**src/shared/tma_pkg.sv**
```systemverilog
// constants, register map and state layout of the 16-bit timer core
package tma_pkg;

    // --------------------
    // widths
    // --------------------
    localparam int DATA_W   = 16;
    localparam int ADDR_W   = 5;
    localparam int CHANNELS = 3;
    localparam int PRESC_W  = 10;

    // --------------------
    // register offsets
    // --------------------
    localparam logic [4:0] ADDR_CONTROL_A     = 5'h00;
    localparam logic [4:0] ADDR_CONTROL_B     = 5'h01;
    localparam logic [4:0] ADDR_CONTROL_E     = 5'h02;
    localparam logic [4:0] ADDR_CONTROL_F     = 5'h03;
    localparam logic [4:0] ADDR_EVENT_CONFIG  = 5'h04;
    localparam logic [4:0] ADDR_MATCH_FLAGS   = 5'h05;
    localparam logic [4:0] ADDR_MATCH_IRQ_EN  = 5'h06;
    localparam logic [4:0] ADDR_COUNTER       = 5'h08;
    localparam logic [4:0] ADDR_CYCLE_LENGTH  = 5'h09;
    localparam logic [4:0] ADDR_CYCLE_SHADOW  = 5'h0a;
    localparam logic [4:0] ADDR_MATCH_BASE    = 5'h0c;
    localparam logic [4:0] ADDR_MATCH_SH_BASE = 5'h10;

    // --------------------
    // field positions
    // --------------------
    localparam int CONTROL_REG_A_ENABLE_BIT   = 0;
    localparam int CONTROL_REG_A_TICK_SEL_LSB = 1;
    localparam int CONTROL_REG_B_WAVE_SEL_LSB = 0;
    localparam int CONTROL_REG_B_OUT_EN_LSB   = 4;
    localparam int CONTROL_REG_E_DIR_BIT      = 0;
    localparam int CONTROL_REG_F_CYCLE_BV_BIT = 0;
    localparam int CONTROL_REG_F_MATCH_BV_LSB = 1;
    localparam int EVCFG_TICK_EN_BIT  = 0;

    // --------------------
    // waveform modes
    // --------------------
    localparam logic [2:0] WAVE_NORMAL = 3'h0;
    localparam logic [2:0] WAVE_FREQ   = 3'h1;
    localparam logic [2:0] WAVE_SINGLE = 3'h3;
    localparam logic [2:0] WAVE_DUAL   = 3'h5;

    // prescaler terminal counts for ratios 1,2,4,8,16,64,256,1024
    localparam logic [PRESC_W-1:0] PRESC_LAST [8] = '{
        10'h000, 10'h001, 10'h003, 10'h007, 10'h00f, 10'h03f, 10'h0ff, 10'h3ff
    };

    // --------------------
    // reset values
    // --------------------
    localparam logic [DATA_W-1:0] RESET_CYCLE_LENGTH = 16'hffff;
    localparam logic [DATA_W-1:0] RESET_ZERO         = 16'h0000;

    // --------------------
    // carriers
    // --------------------
    typedef struct packed {
        logic [ADDR_W-1:0] addr;
        logic [DATA_W-1:0] wdata;
        logic              wr;
        logic              rd;
    } tma_bus_req_type;

    typedef struct packed {
        logic                             enable;
        logic [2:0]                       tick_source_select;
        logic [2:0]                       waveform_select;
        logic [CHANNELS-1:0]              match_output_enable;
        logic                             dir_down;
        logic                             event_tick_enable;
        logic [CHANNELS-1:0]              match_flag;
        logic [CHANNELS-1:0]              match_irq_enable;
        logic [DATA_W-1:0]                counter_value;
        logic [DATA_W-1:0]                cycle_length;
        logic [DATA_W-1:0]                cycle_length_shadow;
        logic                             cycle_shadow_valid;
        logic [CHANNELS-1:0][DATA_W-1:0]  match_value;
        logic [CHANNELS-1:0][DATA_W-1:0]  match_value_shadow;
        logic [CHANNELS-1:0]              match_shadow_valid;
        logic [PRESC_W-1:0]               presc;
        logic [2:0]                       ev_sync;
        logic                             ev_level;
        logic [CHANNELS-1:0]              wave;
        logic [CHANNELS-1:0]              pin;
        logic [CHANNELS-1:0]              irq;
        logic [DATA_W-1:0]                rdata;
    } tma_state_type;

endpackage

```
**src/rtl/tma_core.sv**
```systemverilog
// 16-bit timer/counter core with three compare channels and waveform outputs
//
// Summary of operation
// - floor is zero, max is all ones
// - reload point at floor or ceiling per mode
// - ticks from clock, undivided or prescaled
// - event tick enable counts event edges
// - direction bit honoured, changeable while running
// - counting up, ceiling wraps to zero
// - counting down, zero reloads cycle length
// - counter write wins over counting
// - shadows with valid flags, committed at reload
// - active and shadow match values both writable
// - direct cycle length write acts immediately
// - low new ceiling runs to max, wraps
// - cycle shadow committed only at reload point
// - equality on a tick sets channel flag next cycle
// - match shadow committed only at reload point
// - waveform overrides pin under three conditions
// - frequency mode: match sets period, toggles
// - frequency zero match toggles every tick
// - single slope: high at ceiling, low match
// - ceiling sets resolution, three up to max
// - dual slope: up/down, set floor, match edges
// - dual slope period is twice ceiling
`timescale 1ns/1ps
`default_nettype none

module tma_core
    import tma_pkg::*;
(
    input  wire logic            clock,           // 100 MHz module clock
    input  wire logic            rst_n,           // asynchronous reset, active low
    input  wire tma_bus_req_type bus,             // register request
    output var  logic [DATA_W-1:0]   rdata,       // read data, cycle after read strobe
    input  wire logic            event_in,        // event input from outside domain
    input  wire logic [CHANNELS-1:0] port_out_value, // port output register value
    output var  logic [CHANNELS-1:0] pin_out,     // port pin level after override
    output var  logic [CHANNELS-1:0] match_irq    // per-channel interrupt request
);

    // --------------------
    // state
    // --------------------
    tma_state_type s;
    tma_state_type next_s;

    logic                 clk_tick;
    logic                 ev_edge;
    logic                 tick;
    logic                 update;
    logic                 wave_active;
    logic                 cnt_wr;
    logic [DATA_W-1:0]    top;
    logic [CHANNELS-1:0]  hit;
    logic [CHANNELS-1:0]  flag_clear;

    // --------------------
    // next state
    // --------------------
    always_comb begin
        next_s     = s;
        update     = 1'b0;
        flag_clear = '0;
        cnt_wr     = 1'b0;

        // event input: three stages, change taken when last two agree
        next_s.ev_sync = {s.ev_sync[1:0], event_in};
        if (s.ev_sync[1] == s.ev_sync[2]) begin
            next_s.ev_level = s.ev_sync[2];
        end
        ev_edge = (s.ev_sync[1] == s.ev_sync[2]) && s.ev_sync[2] && !s.ev_level;

        // prescaler runs only while enabled
        clk_tick = s.enable && (s.presc == PRESC_LAST[s.tick_source_select]);
        if (!s.enable || clk_tick) begin
            next_s.presc = '0;
        end else begin
            next_s.presc = s.presc + 10'h001;
        end

        tick = s.enable && (s.event_tick_enable ? ev_edge : clk_tick);

        // frequency mode takes its period from channel 0
        top = (s.waveform_select == WAVE_FREQ) ? s.match_value[0] : s.cycle_length;

        for (int i = 0; i < CHANNELS; i++) begin
            hit[i] = (s.counter_value == s.match_value[i]);
        end

        // write-one-to-clear of match flags, applied before the sets
        if (bus.wr && bus.addr == ADDR_MATCH_FLAGS) begin
            flag_clear = bus.wdata[CHANNELS-1:0];
        end
        next_s.match_flag = s.match_flag & ~flag_clear;

        // --------------------
        // counting
        // --------------------
        if (tick) begin
            if (s.waveform_select == WAVE_DUAL) begin
                if (!s.dir_down) begin
                    if (s.counter_value == top) begin
                        next_s.dir_down      = 1'b1;
                        next_s.counter_value = s.counter_value - 16'h0001;
                    end else begin
                        next_s.counter_value = s.counter_value + 16'h0001;
                    end
                end else begin
                    if (s.counter_value == RESET_ZERO) begin
                        next_s.dir_down      = 1'b0;
                        next_s.counter_value = 16'h0001;
                        update               = 1'b1;
                    end else begin
                        next_s.counter_value = s.counter_value - 16'h0001;
                    end
                end
            end else if (!s.dir_down) begin
                if (s.counter_value == top) begin
                    next_s.counter_value = RESET_ZERO;
                    update               = 1'b1;
                end else begin
                    // a ceiling below the count runs on to all ones and wraps
                    next_s.counter_value = s.counter_value + 16'h0001;
                end
            end else begin
                if (s.counter_value == RESET_ZERO) begin
                    next_s.counter_value = s.cycle_length;
                    update               = 1'b1;
                end else begin
                    next_s.counter_value = s.counter_value - 16'h0001;
                end
            end

            // --------------------
            // compare channels and waveforms
            // --------------------
            for (int i = 0; i < CHANNELS; i++) begin
                if (hit[i]) begin
                    next_s.match_flag[i] = 1'b1;
                end
                case (s.waveform_select)
                    WAVE_FREQ: begin
                        if (hit[i]) begin
                            next_s.wave[i] = ~s.wave[i];
                        end
                    end
                    WAVE_SINGLE: begin
                        if (s.counter_value == top) begin
                            next_s.wave[i] = 1'b1;
                        end else if (hit[i]) begin
                            next_s.wave[i] = 1'b0;
                        end
                    end
                    WAVE_DUAL: begin
                        if (s.counter_value == RESET_ZERO) begin
                            next_s.wave[i] = 1'b1;
                        end else if (hit[i]) begin
                            next_s.wave[i] = s.dir_down;
                        end
                    end
                    default: begin
                        next_s.wave[i] = 1'b0;
                    end
                endcase
            end
        end

        // --------------------
        // shadow commit at the reload point
        // --------------------
        if (update) begin
            if (s.cycle_shadow_valid) begin
                next_s.cycle_length       = s.cycle_length_shadow;
                next_s.cycle_shadow_valid = 1'b0;
            end
            for (int i = 0; i < CHANNELS; i++) begin
                if (s.match_shadow_valid[i]) begin
                    next_s.match_value[i]        = s.match_value_shadow[i];
                    next_s.match_shadow_valid[i] = 1'b0;
                end
            end
        end

        // --------------------
        // register writes, after counting so they take precedence
        // --------------------
        if (bus.wr) begin
            case (bus.addr)
                ADDR_CONTROL_A: begin
                    next_s.enable             = bus.wdata[CONTROL_REG_A_ENABLE_BIT];
                    next_s.tick_source_select = bus.wdata[CONTROL_REG_A_TICK_SEL_LSB +: 3];
                end
                ADDR_CONTROL_B: begin
                    next_s.waveform_select     = bus.wdata[CONTROL_REG_B_WAVE_SEL_LSB +: 3];
                    next_s.match_output_enable = bus.wdata[CONTROL_REG_B_OUT_EN_LSB +: CHANNELS];
                end
                ADDR_CONTROL_E: begin
                    next_s.dir_down = bus.wdata[CONTROL_REG_E_DIR_BIT];
                end
                ADDR_EVENT_CONFIG: begin
                    next_s.event_tick_enable = bus.wdata[EVCFG_TICK_EN_BIT];
                end
                ADDR_MATCH_IRQ_EN: begin
                    next_s.match_irq_enable = bus.wdata[CHANNELS-1:0];
                end
                ADDR_COUNTER: begin
                    cnt_wr               = 1'b1;
                    next_s.counter_value = bus.wdata;
                end
                ADDR_CYCLE_LENGTH: begin
                    next_s.cycle_length = bus.wdata;
                end
                ADDR_CYCLE_SHADOW: begin
                    next_s.cycle_length_shadow = bus.wdata;
                    next_s.cycle_shadow_valid  = 1'b1;
                end
                default: begin
                end
            endcase
            for (int i = 0; i < CHANNELS; i++) begin
                if (bus.addr == ADDR_MATCH_BASE + 5'(i)) begin
                    next_s.match_value[i] = bus.wdata;
                end
                if (bus.addr == ADDR_MATCH_SH_BASE + 5'(i)) begin
                    next_s.match_value_shadow[i] = bus.wdata;
                    next_s.match_shadow_valid[i] = 1'b1;
                end
            end
        end

        // --------------------
        // register reads, data stand one cycle after the strobe
        // --------------------
        next_s.rdata = '0;
        if (bus.rd) begin
            case (bus.addr)
                ADDR_CONTROL_A: begin
                    next_s.rdata[CONTROL_REG_A_ENABLE_BIT]        = s.enable;
                    next_s.rdata[CONTROL_REG_A_TICK_SEL_LSB +: 3] = s.tick_source_select;
                end
                ADDR_CONTROL_B: begin
                    next_s.rdata[CONTROL_REG_B_WAVE_SEL_LSB +: 3]      = s.waveform_select;
                    next_s.rdata[CONTROL_REG_B_OUT_EN_LSB +: CHANNELS] = s.match_output_enable;
                end
                ADDR_CONTROL_E: begin
                    next_s.rdata[CONTROL_REG_E_DIR_BIT] = s.dir_down;
                end
                ADDR_CONTROL_F: begin
                    next_s.rdata[CONTROL_REG_F_CYCLE_BV_BIT]              = s.cycle_shadow_valid;
                    next_s.rdata[CONTROL_REG_F_MATCH_BV_LSB +: CHANNELS] = s.match_shadow_valid;
                end
                ADDR_EVENT_CONFIG: begin
                    next_s.rdata[EVCFG_TICK_EN_BIT] = s.event_tick_enable;
                end
                ADDR_MATCH_FLAGS: begin
                    next_s.rdata[CHANNELS-1:0] = s.match_flag;
                end
                ADDR_MATCH_IRQ_EN: begin
                    next_s.rdata[CHANNELS-1:0] = s.match_irq_enable;
                end
                ADDR_COUNTER: begin
                    next_s.rdata = s.counter_value;
                end
                ADDR_CYCLE_LENGTH: begin
                    next_s.rdata = s.cycle_length;
                end
                ADDR_CYCLE_SHADOW: begin
                    next_s.rdata = s.cycle_length_shadow;
                end
                default: begin
                end
            endcase
            for (int i = 0; i < CHANNELS; i++) begin
                if (bus.addr == ADDR_MATCH_BASE + 5'(i)) begin
                    next_s.rdata = s.match_value[i];
                end
                if (bus.addr == ADDR_MATCH_SH_BASE + 5'(i)) begin
                    next_s.rdata = s.match_value_shadow[i];
                end
            end
        end

        // --------------------
        // pin override and interrupt requests
        // --------------------
        wave_active = (next_s.waveform_select != WAVE_NORMAL) && !next_s.event_tick_enable;
        for (int i = 0; i < CHANNELS; i++) begin
            if (wave_active && next_s.match_output_enable[i]) begin
                next_s.pin[i] = next_s.wave[i];
            end else begin
                next_s.pin[i] = port_out_value[i];
            end
        end
        next_s.irq = next_s.match_flag & next_s.match_irq_enable;
    end

    // --------------------
    // registers
    // --------------------
    always_ff @(posedge clock or negedge rst_n) begin
        if (!rst_n) begin
            s              <= '0;
            s.cycle_length <= RESET_CYCLE_LENGTH;
        end else begin
            s <= next_s;
        end
    end

    assign rdata     = s.rdata;
    assign pin_out   = s.pin;
    assign match_irq = s.irq;

endmodule

`default_nettype wire

```
**config.mk**
```make
export PLATFORM = sky130hd
export DESIGN_NAME = tma_core
export DESIGN_NICKNAME = d
export VERILOG_FILES = /design/src/shared/tma_pkg.sv /design/src/rtl/tma_core.sv
export SDC_FILE = /design/constraint.sdc
export NUM_CORES = 1
export LEC_CHECK = 0
export ABC_AREA = 1
export ABC_CLOCK_PERIOD_IN_PS = 8160
export BUFFER_PORTS_ARGS = -buffer_cell sky130_fd_sc_hd__buf_2
export CAP_MARGIN = 20
export CORE_ASPECT_RATIO = 1.5
export CORE_UTILIZATION = 60
export DETAILED_ROUTE_END_ITERATION = 7
export PLACE_DENSITY = 0.87
export SYNTH_ARGS = -nofsm -noshare
export SYNTH_HDL_FRONTEND = slang
export SYNTH_SLANG_ARGS = --single-unit
```
**constraint.sdc**
```tcl
create_clock -name clock -period 8.16 [get_ports clock]
set_clock_uncertainty 0.2 [all_clocks]
set_input_delay 1.632 -clock clock [delete_from_list [all_inputs] [get_ports clock]]
set_output_delay 1.632 -clock clock [all_outputs]
set_load 0.02 [all_outputs]
```
==> run summary, run 1 <==
Status = complete, no violations
Nets@finish = 1,913
Yosys warning total = 0
Global Route Usage Sum = 36.87%
Crit-path slowest cell = nor2_4
Crit Reg-Reg Startpoint = s[171]
Pre-CTS setup slack = 3.723 ns
Root buf cell = clkbuf_16
Worst r2r dst = s[164]
Cell mode on critical path = nand2_1
Via/cell ratio = 6.071
Worst Hold Class = flop to flop
Met3 wire len = 3896 um
Vias in the first global route = 12,220
WHS Endpoint = next_s[28]
Leak = 7.104 nW
Reg2Reg Setup Slack = 3.85 ns
Die H = 183.6 um
Final Util = 64.66%
Synth area leaders = dfrtp_1, nand2_1, nand3_1, o21ai_0, inv_1
Hold Crit Depth = 0
Final min period = 4.307 ns
Clock Power Share = 24.1%
Worst EP required = 8.41 ns
Cell Rows = 66
Vias = 13,140
H-Tree Depth = 1
Non-Filler Instances = 2,165
Antenna Diode Count = 0
Placed cells = 2,123
PortBufs = 50
Reg power frac = 41.7%
Final GP Congestion = 0.9701
Num CTS Buffers = 22
Clk pin slew, worst setup/hold paths = 0.06 ns
Crit end category = flop
Post-DP HPWL = 28,990 um
Max cap viols = 0
# Post-CTS Setup Buffers = 0
Final hold vios = 0
Final instance area = 0.01399 sq mm
Area grow syn2layout = 6.062%
Max_slew headroom = 25.05%
Power Total = 4.355 mW
Filler instances = 1,897
Final cycle utilization of the critical path = 52.78%
Max VDD drop = 221.6 uV
Routed Antenna Nets = 0
Max Buffers Root-to-Sink = 3
F_max = 0.2322 GHz
CTS tree = done
Synthesis-stage register bit count = 205
Delay-heaviest family, CP = simple AND/OR/NAND/NOR gates
DIE AREA = 0.02259 sq mm
# resized after CTS = 0
Iteration-0 DRC Markers = 1,412
Largest net degree at the start of global routing = 80
DR WL met2 = 18,930 um
Worst slew pin tran = 1.115 ns
Routed WL per cell = 18.86 um
Initial Util = 60.96%
Sequential share of the synthesized area = 39.04%
Synth unique cells = 44
Worst Setup Start Kind = flop
RSZ-0062 raised after global routing = false
1st-pass router iterations = 6
WS Path Type = flop to flop
I/O pins = 51
Post-route DRC = 0
Worst-Skew Late Latency = 0.52 ns
Fin worst setup slack = 3.853 ns
Mapped Nets = 1,947
R2R cell count = 14
Placed cell area = 0.01320 sq mm
Final setup violation count = 0
Uppermost layer routed = met4
Sw Ratio = 42.95%
Final slew viol count = 0
Gate power share = 34.3%
Remaining Overflow, GRT = 0
Post-cts hold buffer count = 0
Crit-path max cell delay = 0.78 ns
Syn Inst Count = 1,911
Core ar. = 0.02164 sq mm
Synth top area share = 35.86%
Hold Startpoint = next_s[27]
CP max FO = 36
Cell taking the most area after synthesis = dfrtp_1
WL met1 = 15,490 um
Global-route wire length before repair = 64,520 um
Multi-input gate area = 0.006591 sq mm
Hold Worst Slack = 0.1718 ns
Sw power = 1.871 mW
Reg area = 0.005150 sq mm
Initial antenna violation count = 0
Synth Area per Inst = 6.902 sq um
Buf/Inv on CP = 3
Internal = 2.485 mW
Worst EP arrival = 4.56 ns
Layout cells sized above 1 = 8.135%
Pwr/cell area = 311.3 mW/mm^2
Synthesized cell area = 0.01319 sq mm
Total Routed Length = 40,830 um
Post-route setup TNS = 0 ns
Die Wd = 123.1 um
CTS sink cnt = 205
Crit path cell chain = inv_1, ha_1, nand3_1, nor4_2, nand2_1, nand2_2, o21ai_1, nor2_4, buf_4, nand3_4, nand2_1, nand3_1, nand2_1, inv_1
[registers in the layout (all words and copies together) (netlist names)]
signal and cells:
match_irq 3, next_s 2, pin_out 3, rdata 16
s 181
[worst max-delay path by stage]
stage | endpoint | cells past startpoint | from | slack [ns]
floorplan | s[178] | 8 | bus[18] | 4.68
CTS | s[156] | 14 | s[171] | 3.95
global route | s[166] | 14 | s[171] | 3.56
finish | s[164] | 14 | s[171] | 3.85
global placement | s[95] | 10 | bus[20] | 3.78
detailed placement | s[91] | 10 | bus[20] | 3.72
[area by class of cell]
cell class              count  area share (%)
multi-input cells        1382           47.12
flip-flops and latches    205           36.81
inverters                 200           5.366
clock buffers              29           4.561
repair buffers             66           2.907
well taps                 272           2.433
clock inverters            11          0.8049
[layer usage]
metal	up-vias	global-route usage [%]
li1	6131	-
met1	6036	48.45
met2	798	58.13
met3	178	4.498
met4	0	21.73
met5	-	0
[synth_stat cells]
| library cell | instances |
|---|---|
| nand2_4 | 2 |
| nor4_1 | 5 |
| o31ai_1 | 2 |
| o22ai_1 | 13 |
| nor4_2 | 2 |
| buf_6 | 11 |
| nand4_1 | 87 |
| nor2_2 | 2 |
| nor2_1 | 94 |
| buf_4 | 33 |
| nand2_2 | 2 |
| xnor2_1 | 15 |
| o221ai_1 | 1 |
| inv_2 | 3 |
| a21boi_0 | 1 |
| nor3_1 | 14 |
| nand2_1 | 624 |
| a31oi_1 | 11 |
| o21ai_1 | 2 |
| nand3_4 | 3 |
| buf_8 | 1 |
| nor3b_1 | 3 |
| dfrtp_1 | 189 |
| dfstp_2 | 16 |
| o21ai_0 | 162 |
| and2_1 | 1 |
| ha_1 | 7 |
| nand3_1 | 211 |
| or2_2 | 13 |
| o211ai_1 | 5 |
| nand3_2 | 2 |
| o211a_1 | 1 |
| mux2_2 | 1 |
| buf_2 | 14 |
| nor2_4 | 3 |
| clkinv_1 | 9 |
| nand3b_1 | 2 |
| o2111ai_1 | 3 |
| clkbuf_1 | 65 |
| a211oi_1 | 1 |
| xor2_1 | 35 |
| o21bai_1 | 3 |
| inv_1 | 188 |
| a21oi_1 | 49 |
[power groups by stage]
stage	Sequential [mW]	Clock [mW]	Combinational (mW)
finish	1.82	1.05	1.49
global route	1.84	1.09	1.69
CTS	1.78	1.05	1.46
detailed placement	1.80	0	1.46
global placement	1.79	0	1.41
floorplan	1.53	0	1.33
[logic make-up after synthesis]
group / Yosys count / synth area share, %
AND/OR/NAND/NOR: 1070 / 35.64
buffers and inverters: 324 / 11.00
AO/OA/AOI/OAI: 254 / 10.24
flip-flops: 205 / 39.04
XOR/XNOR: 50 / 3.320
adder cells (fa/ha/maj): 7 / 0.6640
multiplexers: 1 / 0.08537
[placed cells by master, fill, tap and decap left out, drive strengths merged, types with 7 or more instances in the layout]
cell    instances
dfrtp         189
nor4            7
xnor2          15
inv           191
clkinv         15
nor3           14
xor2           35
ha              7
or2            13
clkbuf         30
nand4          87
a31oi          11
nand2         628
o22ai          13
buf            65
a21oi          49
dfstp          16
nand3         216
o21ai         164
nor2           99
Note: power is estimated with default switching activity, not from simulation.
==> run 2: changes to the inputs <==
Settings changed: ABC_CLOCK_PERIOD_IN_PS 8160 to 4000.
Clock period 8.16 ns to 4 ns, I/O delays scaled along.
==> run summary, run 2 (synthesis gave the netlist of run 1 again) <==
Status = complete, no violations
F_max = 0.2842 GHz (+22%)
Die H = 183.6 um (unchanged)
Root buf cell = clkbuf_16
CP max FO = 31 (-14%)
Final slew viol count = 0 (unchanged)
Max Buffers Root-to-Sink = 3 (unchanged)
Clock Power Share = 22.6% (-1.5 points)
Post-route setup TNS = 0 ns (unchanged)
Max VDD drop = 424.2 uV (+91%)
Gate power share = 37.7% (+3.4 points)
Most common cell after layout, fill and taps aside = nand2_1
CTS sink cnt = 205 (unchanged)
Layout cells sized above 1 = 9.427% (+1.3 points)
Internal = 5.073 mW (+100%)
Sw power = 3.864 mW (+110%)
Worst Hold Class = input pin to asynchronous set/reset pin
Max_slew headroom = 33.36% (+8.3 points)
Vias in the first global route = 13,020 (+6.6%)
Top reg by flops = s
CTS tree = done
Routed WL per cell = 18.75 um (-0.59%)
Fin worst setup slack = 0.4809 ns (-3.372 ns)
Pre-CTS setup slack = 0.6223 ns (-3.101 ns)
Initial Util = 60.96% (unchanged)
Via/cell ratio = 6.077 (+0.11%)
Largest net degree at the start of global routing = 77 (-3.8%)
Area grow syn2layout = 7.351%
WS Path Type = flop to flop
Multi-input gate area = 0.006591 sq mm (unchanged)
H-Tree Depth = 1 (unchanged)
Worst EP required = 4.25 ns (-4.16 ns)
Reg area = 0.005150 sq mm (unchanged)
Number of flip-flops in the largest register = 181 (unchanged)
Num CTS Buffers = 21 (-4.5%)
Worst Setup Start Kind = flop
Routed Antenna Nets = 0 (unchanged)
R2R cell count = 16 (+2)
Final setup violation count = 0 (unchanged)
Final hold vios = 0 (unchanged)
Iteration-0 DRC Markers = 1,471 (+4.2%)
Vias = 13,320 (+1.4%)
Clk pin slew, worst setup/hold paths = 0.06 ns (about the same)
Post-route DRC = 0 (unchanged)
Final min period = 3.519 ns (-0.7876 ns)
Pwr/cell area = 631.2 mW/mm^2 (+100%)
Worst EP arrival = 3.77 ns (-0.79 ns)
Most frequent cells in the layout = nand2_1, nand3_1, dfrtp_1, inv_1, o21ai_0
Core ar. = 0.02164 sq mm (unchanged)
Final Util = 65.45% (+0.79 points)
RSZ-0062 raised after global routing = false
Post-DP HPWL = 29,640 um (+2.2%)
Final cycle utilization of the critical path = 87.98% (+35 points)
PortBufs = 50 (unchanged)
Worst slew pin tran = 0.9972 ns (-0.1178 ns)
Power Total = 8.937 mW (+110%)
Remaining Overflow, GRT = 0 (unchanged)
Crit end category = flop
Die Wd = 123.1 um (unchanged)
Reg power frac = 39.6% (-2.1 points)
Post-cts hold buffer count = 0 (unchanged)
Sw Ratio = 43.24% (+0.29 points)
Worst-Skew Late Latency = 0.52 ns (about the same)
Nets@finish = 1,943 (+1.6%)
Final GP Congestion = 0.9843 (+1.5%)
Cell Rows = 66 (unchanged)
Global Route Usage Sum = 37.47% (+0.60 points)
Filler instances = 1,906 (+0.47%)
# resized after CTS = 0 (unchanged)
# Post-CTS Setup Buffers = 0 (unchanged)
Initial antenna violation count = 0 (unchanged)
Max cap viols = 0 (unchanged)
Antenna Diode Count = 0 (unchanged)
I/O pins = 51 (unchanged)
Leak = 7.219 nW (+1.6%)
1st-pass router iterations = 8 (+2)
DIE AREA = 0.02259 sq mm (unchanged)
Global-route wire length before repair = 65,840 um (+2.1%)
Total Routed Length = 41,100 um (+0.65%)
[run 2: cell count changes in the layout (fill, tap and decap cells not counted), sizes merged]
cell | previous run | this run
clkbuf | 30 | 27
buf | 65 | 96
clkinvlp | 3 | 2
inv | 191 | 192
clkinv | 15 | 14
[run 2: critical path, cell delays in order (launching register included)]
cell     delay (ns)
dfrtp_1        0.38
inv_2          0.13
nand2_2        0.09
nor2_4         0.49
nand2_1        0.19
nand3_1        0.11
nand2_1        0.06
nor2_1         0.08
nand2_1        0.10
nor2_2         0.23
nand2_4        0.18
nand2_4        0.43
buf_4          0.36
nand4_1        0.14
nand3_1        0.13
nand2_1        0.07
inv_1          0.05
[run 2: per-stage QoR]
stage / cell area (sq um) / hold WS (ns) / instances
after floorplan: 13190 / 0.1312 / 1911
after global placement: 13470 / 0.1340 / 2156
after detailed placement: 13470 / 0.1379 / 2156
after CTS: 14160 / 0.1435 / 2192
after global routing: 14160 / 0.1630 / 2192
final: 14160 / 0.1235 / 2192
[run 2: layout make-up]
| class | instances | share of cell area, % |
|---|---|---|
| Tap cell | 272 | 2.403 |
| Clock buffer | 26 | 4.056 |
| Sequential cell | 205 | 36.37 |
| Clock inverter | 10 | 0.8218 |
| Timing Repair Buffer | 97 | 4.498 |
| Inverter | 200 | 5.302 |
| Multi-Input combinational cell | 1382 | 46.55 |
[run 2: final timing paths]
path / startpoint / end / slack [ns]
setup reg to reg: s[199] / s[130] / 0.48
hold reg to reg: next_s[27] / next_s[28] / 0.15
hold / removal: rst_n / s[180] / 0.12
setup / recovery: s[199] / s[130] / 0.48
max in group asynchronous: rst_n / s[100] / 2.57
min in group clock: next_s[27] / next_s[28] / 0.15
[run 2: power by group through the flow]
| stage | clock, mW | combinational [mW] | sequential, mW |
|---|---|---|---|
| after global placement | 0 | 3.17 | 3.50 |
| after global routing | 2.11 | 3.79 | 3.59 |
| after CTS | 2.03 | 3.29 | 3.49 |
| final | 2.02 | 3.37 | 3.54 |
| after floorplan | 0 | 2.71 | 3.12 |
| after detailed placement | 0 | 3.27 | 3.52 |
[run 2: per-layer routing]
| layer | vias to the layer above | global-route usage [%] | share of wire [%] | routed length [um] |
|---|---|---|---|---|
| li1 | 6192 | - | - | - |
| met3 | 190 | 5.087 | 8.9 | 3660 |
| met4 | 0 | 24.29 | 6.2 | 2556 |
| met2 | 781 | 61.87 | 48 | 19740 |
| met5 | - | 0 | 0 | 0 |
| met1 | 6158 | 45.45 | 37 | 15140 |
==> run 3: changes to the inputs <==
Settings changed: ABC_AREA 1 to unset, REMOVE_ABC_BUFFERS set to 1.
==> run summary, run 3 <==
Total Routed Length = 37,710 um (-8.2%)
Synth area leaders = dfrtp_1, mux2_2, mux2i_1, a21oi_1, xor2_1
Largest net degree at the start of global routing = 91 (+18%)
# resized after CTS = 0 (unchanged)
1st-pass router iterations = 6 (-2)
Top reg by flops = s
Post-cts hold buffer count = 0 (unchanged)
Remaining Overflow, GRT = 0 (unchanged)
Worst EP required = 4.19 ns (-0.06 ns)
Final slew viol count = 0 (unchanged)
Crit-path slowest cell = dfrtp_1
Crit-path max cell delay = 0.75 ns (+0.26 ns)
Final setup violation count = 0 (unchanged)
Commonest cells in the netlist = dfrtp_1, nor2_1, a21oi_1, nand2_1, mux2_2
I/O pins = 51 (unchanged)
Area grow syn2layout = 9.011%
Routed Antenna Nets = 0 (unchanged)
Grt met2 use = 59.47% (-2.4 points)
Post-synth EDFFs = 0 (unchanged)
CP max FO = 16 (-48%)
Reg power frac = 44.5% (+4.9 points)
# Post-CTS Setup Buffers = 0 (unchanged)
Synth unique cells = 69 (+57%)
Layout cells sized above 1 = 18.97% (+9.5 points)
Max_slew headroom = 29.36% (-4.0 points)
Cell mode on critical path = mux2i_1
Via/cell ratio = 7.024 (+16%)
Post-synth top flop = dfrtp_1
Syn Inst Count = 1,238 (-35%)
Hold Worst Slack = 0.1266 ns (+0.003016 ns)
Num CTS Buffers = 21 (unchanged)
Post-synthesis async set-or-reset flop share = 100.0% (unchanged)
CTS tree = done
Pre-CTS setup slack = 0.3662 ns (-0.2561 ns)
Number of flip-flops in the largest register = 181 (unchanged)
Busiest metal layer after global routing = met2
Post-route setup TNS = 0 ns (unchanged)
Max VDD drop = 298.3 uV (-30%)
Vias = 10,550 (-21%)
Cell taking the most area after synthesis = dfrtp_1
Worst EP arrival = 4.11 ns (+0.34 ns)
Core ar. = 0.01924 sq mm (-11%)
Routed WL per cell = 25.10 um (+34%)
Cell Rows = 62 (-6.1%)
Post-DP HPWL = 24,810 um (-16%)
Die Wd = 116.7 um (-5.2%)
Gate power share = 26.0% (-12 points)
Reg2Reg Setup Slack = 0.09 ns (-0.39 ns)
Placed cell area = 0.01213 sq mm (-9.9%)
Nets@finish = 1,265 (-35%)
Clock Power Share = 29.5% (+6.9 points)
Most common cell after layout, fill and taps aside = dfrtp_1
Status = complete, no violations
Worst Setup Start Kind = flop
Sw power = 2.617 mW (-32%)
Initial antenna violation count = 2 (+2)
Max cap viols = 0 (unchanged)
F_max = 0.2556 GHz (-10%)
Clk pin slew, worst setup/hold paths = 0.07 ns (about the same)
R2R cell count = 9 (-7)
Initial Util = 61.56% (+0.60 points)
Worst slew pin tran = 1.057 ns (+0.05985 ns)
Most frequent cells in the layout = dfrtp_1, nor2_1, a21oi_1, nand2_1, mux2_2
Die H = 174.1 um (-5.2%)
Max Buffers Root-to-Sink = 3 (unchanged)
Post-route DRC = 0 (unchanged)
Crit end category = flop
Worst r2r dst = s[112]
Vias in the first global route = 10,400 (-20%)
Final instance area = 0.01291 sq mm (-8.8%)
Final GP Congestion = 0.9569 (-2.8%)
Met3 usage in global routing = 9.344% (+4.3 points)
DIE AREA = 0.02032 sq mm (-10%)
Synthesized cell area = 0.01184 sq mm (-10%)
Synth top area share = 39.93% (+4.1 points)
H-Tree Depth = 1 (unchanged)
Synth Area per Inst = 9.567 sq um (+39%)
Fin worst setup slack = 0.08739 ns (-0.3935 ns)
Final min period = 3.913 ns (+0.3935 ns)
Root buf cell = clkbuf_16
Leak = 5.917 nW (-18%)
Internal = 4.469 mW (-12%)
Crit Reg-Reg Startpoint = s[175]
Final hold vios = 0 (unchanged)
PortBufs = 50 (unchanged)
Iteration-0 DRC Markers = 1,623 (+10%)
Global-route wire length before repair = 57,770 um (-12%)
CTS sink cnt = 205 (unchanged)
Pwr/cell area = 548.8 mW/mm^2 (-13%)
Global Route Usage Sum = 37.91% (+0.44 points)
RSZ-0062 raised after global routing = false
Yosys warning total = 0 (unchanged)
Count leader, synth = dfrtp_1
Crit path cell chain = inv_1, a221oi_1, mux2i_1, nor3_2, a32o_1, buf_4, nand3_4, mux2i_1, a21oi_1
Sequential share of the synthesized area = 43.48% (+4.4 points)
Final cycle utilization of the critical path = 97.82% (+9.8 points)
Synthesis-stage register bit count = 205 (unchanged)
Final Util = 67.11% (+1.7 points)
GRT met1 Usage = 44.01% (-1.4 points)
Sw Ratio = 36.93% (-6.3 points)
Worst Hold Class = input pin to asynchronous set/reset pin
Worst-Skew Late Latency = 0.52 ns (about the same)
WS Path Type = flop to flop
-- run 3: cell count changes after synthesis, moves of 70 or more --
cell and change:
mux2i_1 +70, nand3_1 -159, nand4_1 -78, mux2_2 +81, inv_1 -169, o21ai_0 -116, nand2_1 -537
-- run 3: logic make-up (layout without fill, tap and decap cells) --
kind of cell,after synthesis,count (layout),synth area share [%]
fa+ha+maj,7,7,0.7395
buf+inv,138,144,5.493
flops,205,205,43.48
xor+xnor,68,68,5.029
other cells,0,2,0
mux,152,152,13.71
simple gates,386,386,15.98
compound gates,282,282,15.56
-- run 3: how the worst max path moves through the flow --
stage	start	end	slack, ns	cells after the start
6_report	s[175]	s[112]	0.09	9
5_1_grt	s[174]	s[117]	0.03	10
4_1_cts	s[199]	s[91]	0.31	10
3_5_place_dp	s[199]	s[137]	0.37	9
3_3_place_gp	s[199]	s[131]	0.48	9
2_1_floorplan	bus[20]	s[181]	0.41	9
-- run 3: critical path, delay by kind of cell (launching register included) --
kind                   cells  cell delay, ns
AOI/OAI and AO/OA          3            0.97
DFF                        1            0.75
and+or+nand+nor            2            0.75
buffers and inverters      2            0.62
muxes                      2            0.49
-- run 3: routing by layer --
layer,wire length (um),part of all wire (%)
met5,0,0
met4,3510,9.3
met3,3619,9.6
met2,17660,47
met1,12910,34
-- run 3: metrics by stage --
step | std cells | total power, mW
2_1_floorplan | 1120 | 4.079
3_3_place_gp | 1460 | 4.769
3_5_place_dp | 1460 | 4.839
4_1_cts | 1498 | 6.924
5_1_grt | 1500 | 7.335
6_report | 1502 | 7.086
-- run 3: area by class of cell --
type	count	area, sq um
fillers	1455	6327
multi-input cells	895	6061
flip-flops and latches	205	5150
repair buffers	86	581.8
clock buffers	27	578.1
well taps	256	320.3
clock inverters	11	140.1
inverters	20	75.07
diodes	2	5.005
-- run 3: power by group through the flow --
stage | Clock (mW) | Combinational (mW) | Sequential, mW
global placement | 0 | 1.69 | 3.07
floorplan | 0 | 1.13 | 2.95
CTS | 2.08 | 1.77 | 3.07
global route | 2.17 | 1.99 | 3.17
finish | 2.09 | 1.85 | 3.15
detailed placement | 0 | 1.74 | 3.10
